### src/common/port_pin_pkg.sv
// Constants shared by the port pin logic and its register slave
package port_pin_pkg;

	// ----------------------------------------
	// Register offsets (byte addresses)
	// ----------------------------------------
	localparam logic [7:0] OFS_LATCH = 8'h00;
	localparam logic [7:0] OFS_MODE_LOW = 8'h04;
	localparam logic [7:0] OFS_MODE_HIGH = 8'h08;
	localparam logic [7:0] OFS_PINS = 8'h0C;
	localparam logic [7:0] OFS_AUX = 8'h10;
	localparam logic [7:0] OFS_CPU_OP = 8'h14;
	localparam logic [7:0] OFS_CPU_RESULT = 8'h18;

	// ----------------------------------------
	// Field positions
	// ----------------------------------------
	localparam int AUX_ADDR_LATCH_OFF_BIT = 0;
	localparam int AUX_PRI_OSC_LSB = 1;
	localparam int AUX_SEC_OSC_LSB = 3;
	localparam int OP_CODE_LSB = 0;
	localparam int OP_BIT_LSB = 4;
	localparam int OP_VALUE_LSB = 8;

	// ----------------------------------------
	// Reset values
	// ----------------------------------------
	localparam logic [7:0] LATCH_RESET = 8'hFF;
	localparam logic [7:0] MODE_LOW_RESET_FUSE = 8'hFF;
	localparam logic [7:0] MODE_LOW_RESET_NOFUSE = 8'h00;
	localparam logic [7:0] MODE_HIGH_RESET = 8'h00;
	localparam logic [4:0] AUX_RESET = 5'h00;

	// ----------------------------------------
	// Pin mode pair {low, high}
	// ----------------------------------------
	localparam logic [1:0] MODE_QUASI = 2'h0;
	localparam logic [1:0] MODE_PUSH_PULL = 2'h1;
	localparam logic [1:0] MODE_INPUT = 2'h2;
	localparam logic [1:0] MODE_OPEN_DRAIN = 2'h3;

	// ----------------------------------------
	// Oscillator settings
	// ----------------------------------------
	localparam logic [1:0] OSC_CRYSTAL = 2'h0;
	localparam logic [1:0] OSC_EXT_CLOCK = 2'h1;
	localparam logic [1:0] OSC_INT_RC = 2'h2;
	localparam logic [1:0] OSC_DISABLED = 2'h3;

	// ----------------------------------------
	// Pin positions with shared duties
	// ----------------------------------------
	localparam int PIN_SEC_XTAL_OUT = 2;
	localparam int PIN_ADDR_LATCH = 4;
	localparam int PIN_PRI_XTAL_IN = 6;
	localparam int PIN_PRI_XTAL_OUT = 7;

	// CPU port operation codes
	typedef enum logic [3:0] {
		OP_READ = 4'h0,
		OP_WRITE = 4'h1,
		OP_AND = 4'h2,
		OP_OR = 4'h3,
		OP_XOR = 4'h4,
		OP_JBC = 4'h5,
		OP_CPL = 4'h6,
		OP_INC = 4'h7,
		OP_DEC = 4'h8,
		OP_DECREMENT_JUMP_NONZERO_OP = 4'h9,
		OP_MOV_C = 4'hA,
		OP_CLR = 4'hB,
		OP_BIT_SET_OP = 4'hC
	} port_op_e;

endpackage

### src/rtl/port_pin_rmw_altfunc_mux.sv
// Port pin logic: read source select, alternate function gating, pin modes
// Operation
// - Plain port read returns pin levels
// - Read-modify-write reads latch, writes latch back
// - Bit writes rewrite all eight latch bits
// - Listed operations are latch-sourced read-modify-write
// - Alternate functions ANDed with latch bit
// - Cleared latch forces function low unless input-only
// - Mode pair and latch give function direction
// - Bit 4 general only while latch-off set
// - Bit 6 general only with internal RC
// - Bit 7 general with RC or external clock
// - Bit 2 general when secondary oscillator freed
// - Mode bits select the output structure
// - Quasi mode strong pull-up one clock
//
// Added by the designer: register access over Wishbone and the register offsets.
`timescale 1ns/10ps

module port_pin_rmw_altfunc_mux #(
	parameter bit TRISTATE_FUSE = 1'b0,
	parameter bit HAS_SEC_OSC = 1'b1
) (
	// Clock and reset
	input wire logic sys_clk,
	input wire logic rst,
	// Wishbone slave
	input wire logic wb_cyc_i,
	input wire logic wb_stb_i,
	input wire logic wb_we_i,
	input wire logic [7:0] wb_adr_i,
	input wire logic [3:0] wb_sel_i,
	input wire logic [31:0] wb_dat_i,
	output logic [31:0] wb_dat_o,
	output logic wb_ack_o,
	// Port pins
	input wire logic [7:0] pin_in,
	output logic [7:0] pin_out,
	output logic [7:0] pin_oe,
	output logic [7:0] weak_pullup_en,
	// Alternate functions from and to peripherals
	input wire logic [7:0] alt_out,
	input wire logic [7:0] alt_out_en,
	output logic [7:0] alt_in,
	// Dedicated functions sharing pins
	input wire logic addr_latch_enable,
	input wire logic primary_crystal_output,
	input wire logic secondary_crystal_output,
	output logic primary_crystal_input,
	output logic [7:0] pin_general
);

	// ----------------------------------------
	// State
	// ----------------------------------------
	logic [7:0] pin_latch_bit_q, pin_latch_bit_d;
	logic [7:0] pin_mode_sel_low_q, pin_mode_sel_low_d;
	logic [7:0] pin_mode_sel_high_q, pin_mode_sel_high_d;
	logic [4:0] auxiliary_control_reg_q, auxiliary_control_reg_d;
	logic [7:0] result_q, result_d;
	logic jump_q, jump_d;
	logic [7:0] strong_q, strong_d;
	logic [31:0] dat_q, dat_d;
	logic ack_q, ack_d;
	logic [7:0] pins_q, pins_d;

	// Decoded control fields and the bus request
	logic req;
	logic addr_latch_off;
	logic [1:0] primary_oscillator;
	logic [1:0] secondary_oscillator;
	port_pin_pkg::port_op_e op;
	logic [2:0] op_bit;
	logic [7:0] op_val;

	// Latch and mode registers are one byte wide and live in lane 0
	// Byte lane merge for register writes
	function automatic logic [7:0] lane0(input logic [7:0] old, input logic [31:0] d, input logic [3:0] s);
		lane0 = s[0] ? d[7:0] : old;
	endfunction

	// Mode pair of one pin
	function automatic logic [1:0] mode_of(input logic [7:0] lo, input logic [7:0] hi, input int i);
		mode_of = {lo[i], hi[i]};
	endfunction

	// Request strobe and decoded fields
	// Ack in the request term keeps one answer per strobe
	assign req = wb_cyc_i && wb_stb_i && !ack_q;
	assign addr_latch_off = auxiliary_control_reg_q[port_pin_pkg::AUX_ADDR_LATCH_OFF_BIT];
	assign primary_oscillator = auxiliary_control_reg_q[port_pin_pkg::AUX_PRI_OSC_LSB +: 2];
	assign secondary_oscillator = auxiliary_control_reg_q[port_pin_pkg::AUX_SEC_OSC_LSB +: 2];
	assign op = port_pin_pkg::port_op_e'(wb_dat_i[port_pin_pkg::OP_CODE_LSB +: 4]);
	assign op_bit = wb_dat_i[port_pin_pkg::OP_BIT_LSB +: 3];
	assign op_val = wb_dat_i[port_pin_pkg::OP_VALUE_LSB +: 8];

	// ----------------------------------------
	// Pin sharing
	// ----------------------------------------
	// Which pins are free for general use
	always_comb
	begin
		pin_general = 8'hFF;
		pin_general[port_pin_pkg::PIN_ADDR_LATCH] = addr_latch_off;
		// A disabled primary oscillator still holds its pins
		pin_general[port_pin_pkg::PIN_PRI_XTAL_IN] =
			primary_oscillator == port_pin_pkg::OSC_INT_RC;
		pin_general[port_pin_pkg::PIN_PRI_XTAL_OUT] = primary_oscillator == port_pin_pkg::OSC_INT_RC
			|| primary_oscillator == port_pin_pkg::OSC_EXT_CLOCK;
		pin_general[port_pin_pkg::PIN_SEC_XTAL_OUT] = !HAS_SEC_OSC
			|| secondary_oscillator != port_pin_pkg::OSC_CRYSTAL;
	end

	// Crystal input is the raw pin while dedicated
	// Parked at 0 while general, so port traffic never reaches the oscillator
	assign primary_crystal_input = pin_general[port_pin_pkg::PIN_PRI_XTAL_IN] ? 1'b0 : pin_in[port_pin_pkg::PIN_PRI_XTAL_IN];

	// ----------------------------------------
	// Pin drivers
	// ----------------------------------------
	// Output structure per mode, gated alternate functions
	always_comb
	begin
		logic [1:0] m;
		logic drive;
		m = 2'h0;
		drive = 1'b0;
		for (int i = 0; i < 8; i++)
		begin
			m = mode_of(pin_mode_sel_low_q, pin_mode_sel_high_q, i);
			// Output value: latch, ANDed with function when peripheral drives
			drive = alt_out_en[i] ? (alt_out[i] & pin_latch_bit_q[i]) : pin_latch_bit_q[i];
			// Input to peripheral: input-only ignores the latch
			alt_in[i] = (m == port_pin_pkg::MODE_INPUT) ? pin_in[i] : (pin_in[i] & pin_latch_bit_q[i]);
			// Port value reaches the pin through the mode's driver
			pin_out[i] = drive;
			// Weak pull-up only in quasi mode, cleared here for the others
			weak_pullup_en[i] = 1'b0;
			unique case (m)
				port_pin_pkg::MODE_QUASI:
				begin
					pin_oe[i] = !drive || strong_q[i];
					weak_pullup_en[i] = drive;
				end
				port_pin_pkg::MODE_PUSH_PULL: pin_oe[i] = 1'b1;
				port_pin_pkg::MODE_INPUT: pin_oe[i] = 1'b0;
				port_pin_pkg::MODE_OPEN_DRAIN: pin_oe[i] = !drive;
			endcase
			// Dedicated duties take the pin over
			// Mode registers are kept, so the pin returns to them when freed
			if (!pin_general[i])
			begin
				if (i == port_pin_pkg::PIN_ADDR_LATCH)
				begin
					pin_out[i] = addr_latch_enable;
					pin_oe[i] = 1'b1;
				end
				else if (i == port_pin_pkg::PIN_PRI_XTAL_OUT)
				begin
					pin_out[i] = primary_crystal_output;
					pin_oe[i] = 1'b1;
				end
				else if (i == port_pin_pkg::PIN_SEC_XTAL_OUT)
				begin
					pin_out[i] = secondary_crystal_output;
					pin_oe[i] = 1'b1;
				end
				else
				begin
					pin_out[i] = 1'b0;
					pin_oe[i] = 1'b0;
				end
				weak_pullup_en[i] = 1'b0;
			end
		end
	end

	// ----------------------------------------
	// CPU port operations and register writes
	// ----------------------------------------
	// Next state of latch, modes, result and bus answer
	always_comb
	begin
		logic [7:0] v;
		pin_latch_bit_d = pin_latch_bit_q;
		pin_mode_sel_low_d = pin_mode_sel_low_q;
		pin_mode_sel_high_d = pin_mode_sel_high_q;
		auxiliary_control_reg_d = auxiliary_control_reg_q;
		result_d = result_q;
		jump_d = jump_q;
		// Pin sample lags one clock; plain reads see the previous cycle
		pins_d = pin_in;
		ack_d = req;
		dat_d = 32'h0000_0000;
		// Operand of every modifying operation is the latch, never the pins
		v = pin_latch_bit_q;
		if (req && wb_we_i)
		begin
			unique case (wb_adr_i)
				port_pin_pkg::OFS_LATCH: pin_latch_bit_d = lane0(pin_latch_bit_q, wb_dat_i, wb_sel_i);
				port_pin_pkg::OFS_MODE_LOW: pin_mode_sel_low_d = lane0(pin_mode_sel_low_q, wb_dat_i, wb_sel_i);
				port_pin_pkg::OFS_MODE_HIGH: pin_mode_sel_high_d = lane0(pin_mode_sel_high_q, wb_dat_i, wb_sel_i);
				port_pin_pkg::OFS_AUX:
				begin
					if (wb_sel_i[0])
						auxiliary_control_reg_d = wb_dat_i[4:0];
				end
				port_pin_pkg::OFS_CPU_OP:
				begin
					// Opcode and value lanes must both be enabled, else the request is dropped
					if (wb_sel_i[1:0] == 2'h3)
					begin
						jump_d = 1'b0;
						unique case (op)
							port_pin_pkg::OP_READ: result_d = pins_q;
							port_pin_pkg::OP_WRITE: v = op_val;
							port_pin_pkg::OP_AND: v = v & op_val;
							port_pin_pkg::OP_OR: v = v | op_val;
							port_pin_pkg::OP_XOR: v = v ^ op_val;
							port_pin_pkg::OP_JBC:
							begin
								jump_d = v[op_bit];
								v[op_bit] = 1'b0;
							end
							port_pin_pkg::OP_CPL: v[op_bit] = !v[op_bit];
							port_pin_pkg::OP_INC: v = 8'(v + 8'h01);
							port_pin_pkg::OP_DEC: v = 8'(v - 8'h01);
							port_pin_pkg::OP_DECREMENT_JUMP_NONZERO_OP:
							begin
								v = 8'(v - 8'h01);
								jump_d = v != 8'h00;
							end
							port_pin_pkg::OP_MOV_C: v[op_bit] = op_val[0];
							port_pin_pkg::OP_CLR: v[op_bit] = 1'b0;
							port_pin_pkg::OP_BIT_SET_OP: v[op_bit] = 1'b1;
							// Unknown codes write the latch back unchanged
							default: v = pin_latch_bit_q;
						endcase
						// Whole byte written back, so bit operations rewrite all eight bits
						if (op != port_pin_pkg::OP_READ)
						begin
							pin_latch_bit_d = v;
							result_d = v;
						end
					end
				end
				default: ;
			endcase
		end
		// Register reads; unmapped offsets answer zero
		else if (req)
		begin
			unique case (wb_adr_i)
				port_pin_pkg::OFS_LATCH: dat_d = {24'h000000, pin_latch_bit_q};
				port_pin_pkg::OFS_MODE_LOW: dat_d = {24'h000000, pin_mode_sel_low_q};
				port_pin_pkg::OFS_MODE_HIGH: dat_d = {24'h000000, pin_mode_sel_high_q};
				port_pin_pkg::OFS_PINS: dat_d = {24'h000000, pins_q};
				port_pin_pkg::OFS_AUX: dat_d = {27'h0000000, auxiliary_control_reg_q};
				port_pin_pkg::OFS_CPU_RESULT: dat_d = {23'h000000, jump_q, result_q};
				default: dat_d = 32'h0000_0000;
			endcase
		end
		// Strong pull-up for one clock on a 0 to 1 latch change
		// Taken from the next latch value so the pulse starts with the new level
		strong_d = pin_latch_bit_d & ~pin_latch_bit_q;
	end

	// Register all state
	// Synchronous reset; mode low follows the tristate fuse
	always_ff @(posedge sys_clk)
	begin
		if (rst)
		begin
			pin_latch_bit_q <= port_pin_pkg::LATCH_RESET;
			pin_mode_sel_low_q <= TRISTATE_FUSE ? port_pin_pkg::MODE_LOW_RESET_FUSE : port_pin_pkg::MODE_LOW_RESET_NOFUSE;
			pin_mode_sel_high_q <= port_pin_pkg::MODE_HIGH_RESET;
			auxiliary_control_reg_q <= port_pin_pkg::AUX_RESET;
			result_q <= 8'h00;
			jump_q <= 1'b0;
			strong_q <= 8'h00;
			dat_q <= 32'h0000_0000;
			ack_q <= 1'b0;
			pins_q <= 8'h00;
		end
		else
		begin
			pin_latch_bit_q <= pin_latch_bit_d;
			pin_mode_sel_low_q <= pin_mode_sel_low_d;
			pin_mode_sel_high_q <= pin_mode_sel_high_d;
			auxiliary_control_reg_q <= auxiliary_control_reg_d;
			result_q <= result_d;
			jump_q <= jump_d;
			strong_q <= strong_d;
			dat_q <= dat_d;
			ack_q <= ack_d;
			pins_q <= pins_d;
		end
	end

	// Bus outputs
	// Data stays zero outside the ack cycle
	assign wb_ack_o = ack_q;
	assign wb_dat_o = dat_q;

endmodule

### config.mk
export PLATFORM = sky130hd
export DESIGN_NAME = port_pin_rmw_altfunc_mux
export DESIGN_NICKNAME = d
export VERILOG_FILES = /design/src/common/port_pin_pkg.sv /design/src/rtl/port_pin_rmw_altfunc_mux.sv
export SDC_FILE = /design/constraint.sdc
export NUM_CORES = 1
export LEC_CHECK = 0
export ABC_AREA = 1
export CAP_MARGIN = 25
export CORE_ASPECT_RATIO = 0.5
export CORE_UTILIZATION = 23
export DETAILED_ROUTE_END_ITERATION = 10
export DONT_BUFFER_PORTS = 1
export PLACE_DENSITY_LB_ADDON = 0.3
export REMOVE_ABC_BUFFERS = 1
export SLEW_MARGIN = 20
export SYNTH_ARGS = -nofsm -noshare
export SYNTH_HDL_FRONTEND = slang
export SYNTH_SLANG_ARGS = --single-unit
### constraint.sdc
create_clock -name sys_clk -period 2.2 [get_ports sys_clk]
set_input_delay 0.44 -clock sys_clk [delete_from_list [all_inputs] [get_ports sys_clk]]
set_output_delay 0.44 -clock sys_clk [all_outputs]
set_load 0.02 [all_outputs]
# == Yosys cells after proc, flatten, opt, wreduce, memory -nomap -nowiden ==
# Index checks and enable logic that the tools add are counted.
# totals
inputBits,76
output_inout_bits,74
regBits,87
wordCells,190
# classes
n_addsub,2
n_reduce_logical,45
bitwise,25
eq_ne,45
order_cmp,2
n_mux,61
# ops
cell,count
$pmux 8 s10,1
$pmux 9 s6,1
$mux 8,6
$mux 1,39
$eq 2x2->1 const B,18
$pmux 1 s4,8
$and 8x8->8,3
$eq 8x5->1 const B,3
$eq 4x4->1 const B,5
$eq 2x1->1 const B,9
$and 1x1->1,16
$bwmux 8,2
$eq 4x3->1 const B,4
$eq 8x4->1 const B,2
$logic_not 2->1,8
$not 8->8,2
$or 8x8->8,2
$pmux 8 s2,1
$reduce_and 3->1,4
$logic_not 1->1,10
$logic_or 1x1->1,9
$add 8x1->8 const B,1
$eq 4x2->1 const B,2
$eq 8x3->1 const B,1
other kinds (18),23

# == Longest topological paths before layout ==
# logic_depth
word_depth,12
depth_mapped,15
mapped_depth_nobuf,14

# == Worst setup path before layout ==
# OpenSTA, ideal clock, no wires.
# synth_timing
path_type,register to output
start,register pin_latch_bit_q[0]
end,output port weak_pullup_en[0]
stages_incl_launch_ff,6
setup_slack_ns,0.217
required_time_ns,1.760
t_arrival_ns,1.543
n_path_buf,1
path_cell_list,dfxtp_1 > inv_1 > clkbuf_1 > a21oi_1 > nand2_1 > nor2_1
# synth_between
elab_chain_len,3
# synth_lines
element,line_no,text
"start, declared",port_pin_rmw_altfunc_mux.sv:56,"logic [7:0] pin_latch_bit_q, pin_latch_bit_d;"
"start signal, assigned",port_pin_rmw_altfunc_mux.sv:274,pin_latch_bit_q <= port_pin_pkg::LATCH_RESET;
"start signal, assigned",port_pin_rmw_altfunc_mux.sv:287,pin_latch_bit_q <= pin_latch_bit_d;
$and 1x1->1,port_pin_rmw_altfunc_mux.sv:132,drive = alt_out_en[i] ? (alt_out[i] & pin_latch_bit_q[i]) : pin_latch_bit_q[i];
$mux 1 *,port_pin_rmw_altfunc_mux.sv:132,
via pin_out[0],port_pin_rmw_altfunc_mux.sv:38,"output logic [7:0] pin_out,"
$mux 1 *,port_pin_rmw_altfunc_mux.sv:139,unique case (m)
"end, declared",port_pin_rmw_altfunc_mux.sv:40,"output logic [7:0] weak_pullup_en,"
# Mark *: on every way through the listed nets, which the timed path passes. The rest lies on a longest branch.

# == Worst setup path after layout ==
# layout_timing
start,register pin_latch_bit_q[0]
end,output port weak_pullup_en[0]
# layout_between
elab_chain_len,3
# layout_lines
element,line_no
$and 1x1->1,port_pin_rmw_altfunc_mux.sv:132
$mux 1 *,port_pin_rmw_altfunc_mux.sv:132
$mux 1 *,port_pin_rmw_altfunc_mux.sv:139
# Every way passes the cells marked *; elsewhere a longest branch is shown, timed or not.

==> parameters.txt <==
Parameter                              Value

Status
  Result of the run    completed

Global routing
  Grt peak-use layer    met2
  Met2 usage    around 29%
  Maximum number of pins on one net before global-route repair    39
  GRT Total Usage    a little under a fifth
  Global-route wire length before repair    just under 30000 um
  Overall overflow remaining after global route    0
  Vias in the first global route    4988
  Met3 track demand over resource in global routing    ~2.6%
  Met1 Use GR    roughly a quarter
  Initial antenna violation count    0

Floorplanning
  Initial Util    between 20% and 30%
  Floorplan die area    between 20000 and 25000 um2
  I/O pin count    150
  Die span in y    about 100 um
  Core region area    around 20000 um2
  Row count    36
  Die width    roughly 200 um

Synth
  Yosys top cell by area    dfxtp_1
  Warnings from Yosys    0
  Number of instances in the synthesized netlist    roughly 800
  Portion of the post-synthesis area used by sequential elements    26.8%
  Ranking of synthesized cells by area    dfxtp_1, nand2_1, a21oi_1, nor2_1, o21ai_0
  Post-synth cell types    40
  Cell area after synthesis    4780 um2
  Number of synthesized register bits    64
  Area fraction of the dominant cell type after synthesis    approximately 27%
  Synth Area per Inst    around 5.9 um2

STA
  Total count of max-transition violations in the final report    0
  Final count of negative-setup-slack endpoints    0
  Max Freq    0.492 GHz
  Final critical-path required period    2.03 ns
  Relative slew margins    between 50% and 60%
  Slew at the pin with the worst max-slew slack    between 0.7 and 0.8 ns
  Final count of hold timing violations    0
  Unrepaired setup endpoints after global routing    false
  Post-route fraction of the period consumed by the critical path    92.5%
  Post-Route Setup TNS    0 ns
  Final setup skew    between 0.007 and 0.008 ns

Placement
  Number of port buffers    0
  Post-DP HPWL    ~15000 um
  Standard cell area after detailed placement    5380 um2
  Cell Count Post-Placement    between 1000 and 1500
  Last weighted congestion value of the routability-driven placer    around 0.96

Power
  Leakage Power    ~2.6 nW
  Largest voltage drop on the vdd net    between 300 and 400 uV
  Power dissipated by switching net loads    between 0.8 and 0.9 mW
  Cell-internal power    ~2.2 mW
  Part of the total power dissipated in combinational logic    between 10% and 20%
  Seq pwr share    roughly two fifths
  Clk network pwr share    46.9%
  Pwr Density    approximately 530 nW/um2
  Sw Share    about 28%

Detailed routing
  Drt first-iter violations    between 500 and 600
  Routed length per placed instance    between 15 and 20 um
  Vias after detailed routing    between 5000 and 6000
  Antenna-violating nets left    0
  Routed WL    around 20000 um
  Post-detailed-route DRC marker count    0
  Total iterations of the first detailed-routing run    5
  Per-cell via count in the routed design    about 5

Final layout
  Finished Cell Area    around 5700 um2
  Highest-count cells in the layout ignoring fill and taps    nand2_1, nor2_1, inv_1
  Area grow syn2layout    19.0%
  Final standard cell count with taps included and fillers excluded    around 1100
  Nets    slightly above 900
  Diode count    0
  Most frequent standard cell in the layout excluding fill and tap cells    nand2_1
  Core occupancy in the finished layout    between 20% and 30%
  Proportion of layout cells with a drive suffix above 1    about 14%

Worst setup path
  Critical path data required time    approximately 1.8 ns
  Critical path type    reg -> out
  Crit path largest cell delay    0.39 ns
  Launch point of the worst path    pin_latch_bit_q[0]
  Cell at the slowest stage of the critical path    dfxtp_2
  Critical path startpoint category    flop
  Cells along the critical path    inv_1 > buf_4 > a21oi_1 > nand2_1 > nor2_1 > buf_4
  Dominant cell type by count on the critical path    buf_4
  Endpoint kind of the worst setup timing path    output port
  Critical Path Fanout Max    12
  Startpoint of the most critical register-to-register path    pin_latch_bit_q[2]
  Arrival time reported for the critical path endpoint    1.59 ns

CTS
  TritonCTS Sinks    64
  Clk Tree Root Cell    clkbuf_16
  H-tree level count    3
  TritonCTS clock tree    built
  Hold-fix buffers at CTS    0
  Maximum clock insertion buffer count    2
  Cts bufs inserted    9
  Worst skew pair latency    0.33 ns
  Clock-pin slew on the worst setup and hold paths    approximately 0.060 ns

Worst hold path
  Launch point of the worst hold path    rst
  Kind of path behind the tightest hold check    in -> reg

Job
  Number of max-cap violations    0
critical path, delay by kind of cell, from the launching register on:
kind | cells | cell delay, ns
DFF | 1 | 0.39
AOI/OAI and AO/OA | 1 | 0.26
buffers and inverters | 3 | 0.44
and+or+nand+nor | 2 | 0.18
cell type report:
class	instances	area, um2
clock buffer	10	229
clock inverter	6	70.1
fill	2267	14200
inverter	99	372
multi-input combinational	614	2900
sequential	64	1280
tap	266	333
timing repair buffer	67	503
through the flow:
stage | setup slack (ns) | hold WS (ns) | power (mW)
after floorplan | 0.156 | 0.442 | 1.49
after global placement | 0.0506 | 0.478 | 1.63
after detailed placement | 0.0755 | 0.482 | 1.63
after CTS | 0.0484 | 0.174 | 3.04
after global routing | 0.0365 | 0.168 | 3.15
final | 0.166 | 0.181 | 3.04
synthesized netlist by cell type (all sizes together):
| cell type | n |
|---|---|
| nand2 | 201 |
| nor2 | 107 |
| inv | 95 |
| a21oi | 76 |
| o21ai | 73 |
| dfxtp | 64 |
| buf | 42 |
| nand3 | 42 |
| nand4 | 19 |
| nor3 | 10 |
| clkbuf | 9 |
| o22ai | 9 |
| a211oi | 8 |
| o211ai | 7 |
| a31oi | 6 |
| or2 | 5 |
| clkinv | 4 |
| ha | 4 |
| nand3b | 4 |
| xor2 | 4 |
| a41oi | 3 |
| a22oi | 2 |
| conb | 2 |
| a221oi | 1 |
| and3 | 1 |
| nor4 | 1 |
| o2111ai | 1 |
| o21bai | 1 |
| o31ai | 1 |
| xnor2 | 1 |
what timing repair did:
action | 4_1_cts | 5_1_grt
gates resized for setup | 0 | 4
setup endpoints to repair | 0 | 7
setup buffers | 0 | 0
power by group through the flow:
stage / Sequential (mW) / Clock, mW / Combinational, mW
2_1_floorplan: 1.20 / 0 / 0.288
3_3_place_gp: 1.20 / 0 / 0.430
3_5_place_dp: 1.20 / 0 / 0.427
4_1_cts: 1.18 / 1.44 / 0.429
5_1_grt: 1.18 / 1.50 / 0.475
6_report: 1.18 / 1.42 / 0.437
sequential cells by signal, summed over array words and instances, names as in the netlist:
register                 cells
pin_mode_sel_low_q           8
auxiliary_control_reg_q      5
result_q                     8
jump_q                       1
pin_mode_sel_high_q          8
pins_q                       8
wb_dat_o                     9
wb_ack_o                     1
strong_q                     8
pin_latch_bit_q              8
per-layer routing:
layer / vias up / share of wire, %
met4: 0 / 1.7
met1: 2604 / 48
met5: - / 0
li1: 2696 / -
met2: 221 / 45
met3: 25 / 6.0
worst paths after layout:
check / endpoint / slack [ns] / cells after the start
max: weak_pullup_en[0] / 0.17 / 6
min: pins_q[3] / 0.18 / 1
max reg2reg: strong_q[7] / 0.24 / 12
min reg2reg: wb_dat_o[7] / 0.50 / 2
kinds of logic (layout without fill, tap and decap cells):
logic type | after synthesis | after routing | share of synthesized area (%)
buf+inv | 150 | 182 | 14.6
flops | 64 | 64 | 26.8
compound gates | 188 | 188 | 21.7
other cells | 2 | 27 | 0.157
xor+xnor | 5 | 5 | 0.917
fa+ha+maj | 4 | 4 | 1.05
simple gates | 390 | 390 | 34.7
No activity file was read; power rests on OpenSTA's default activity.
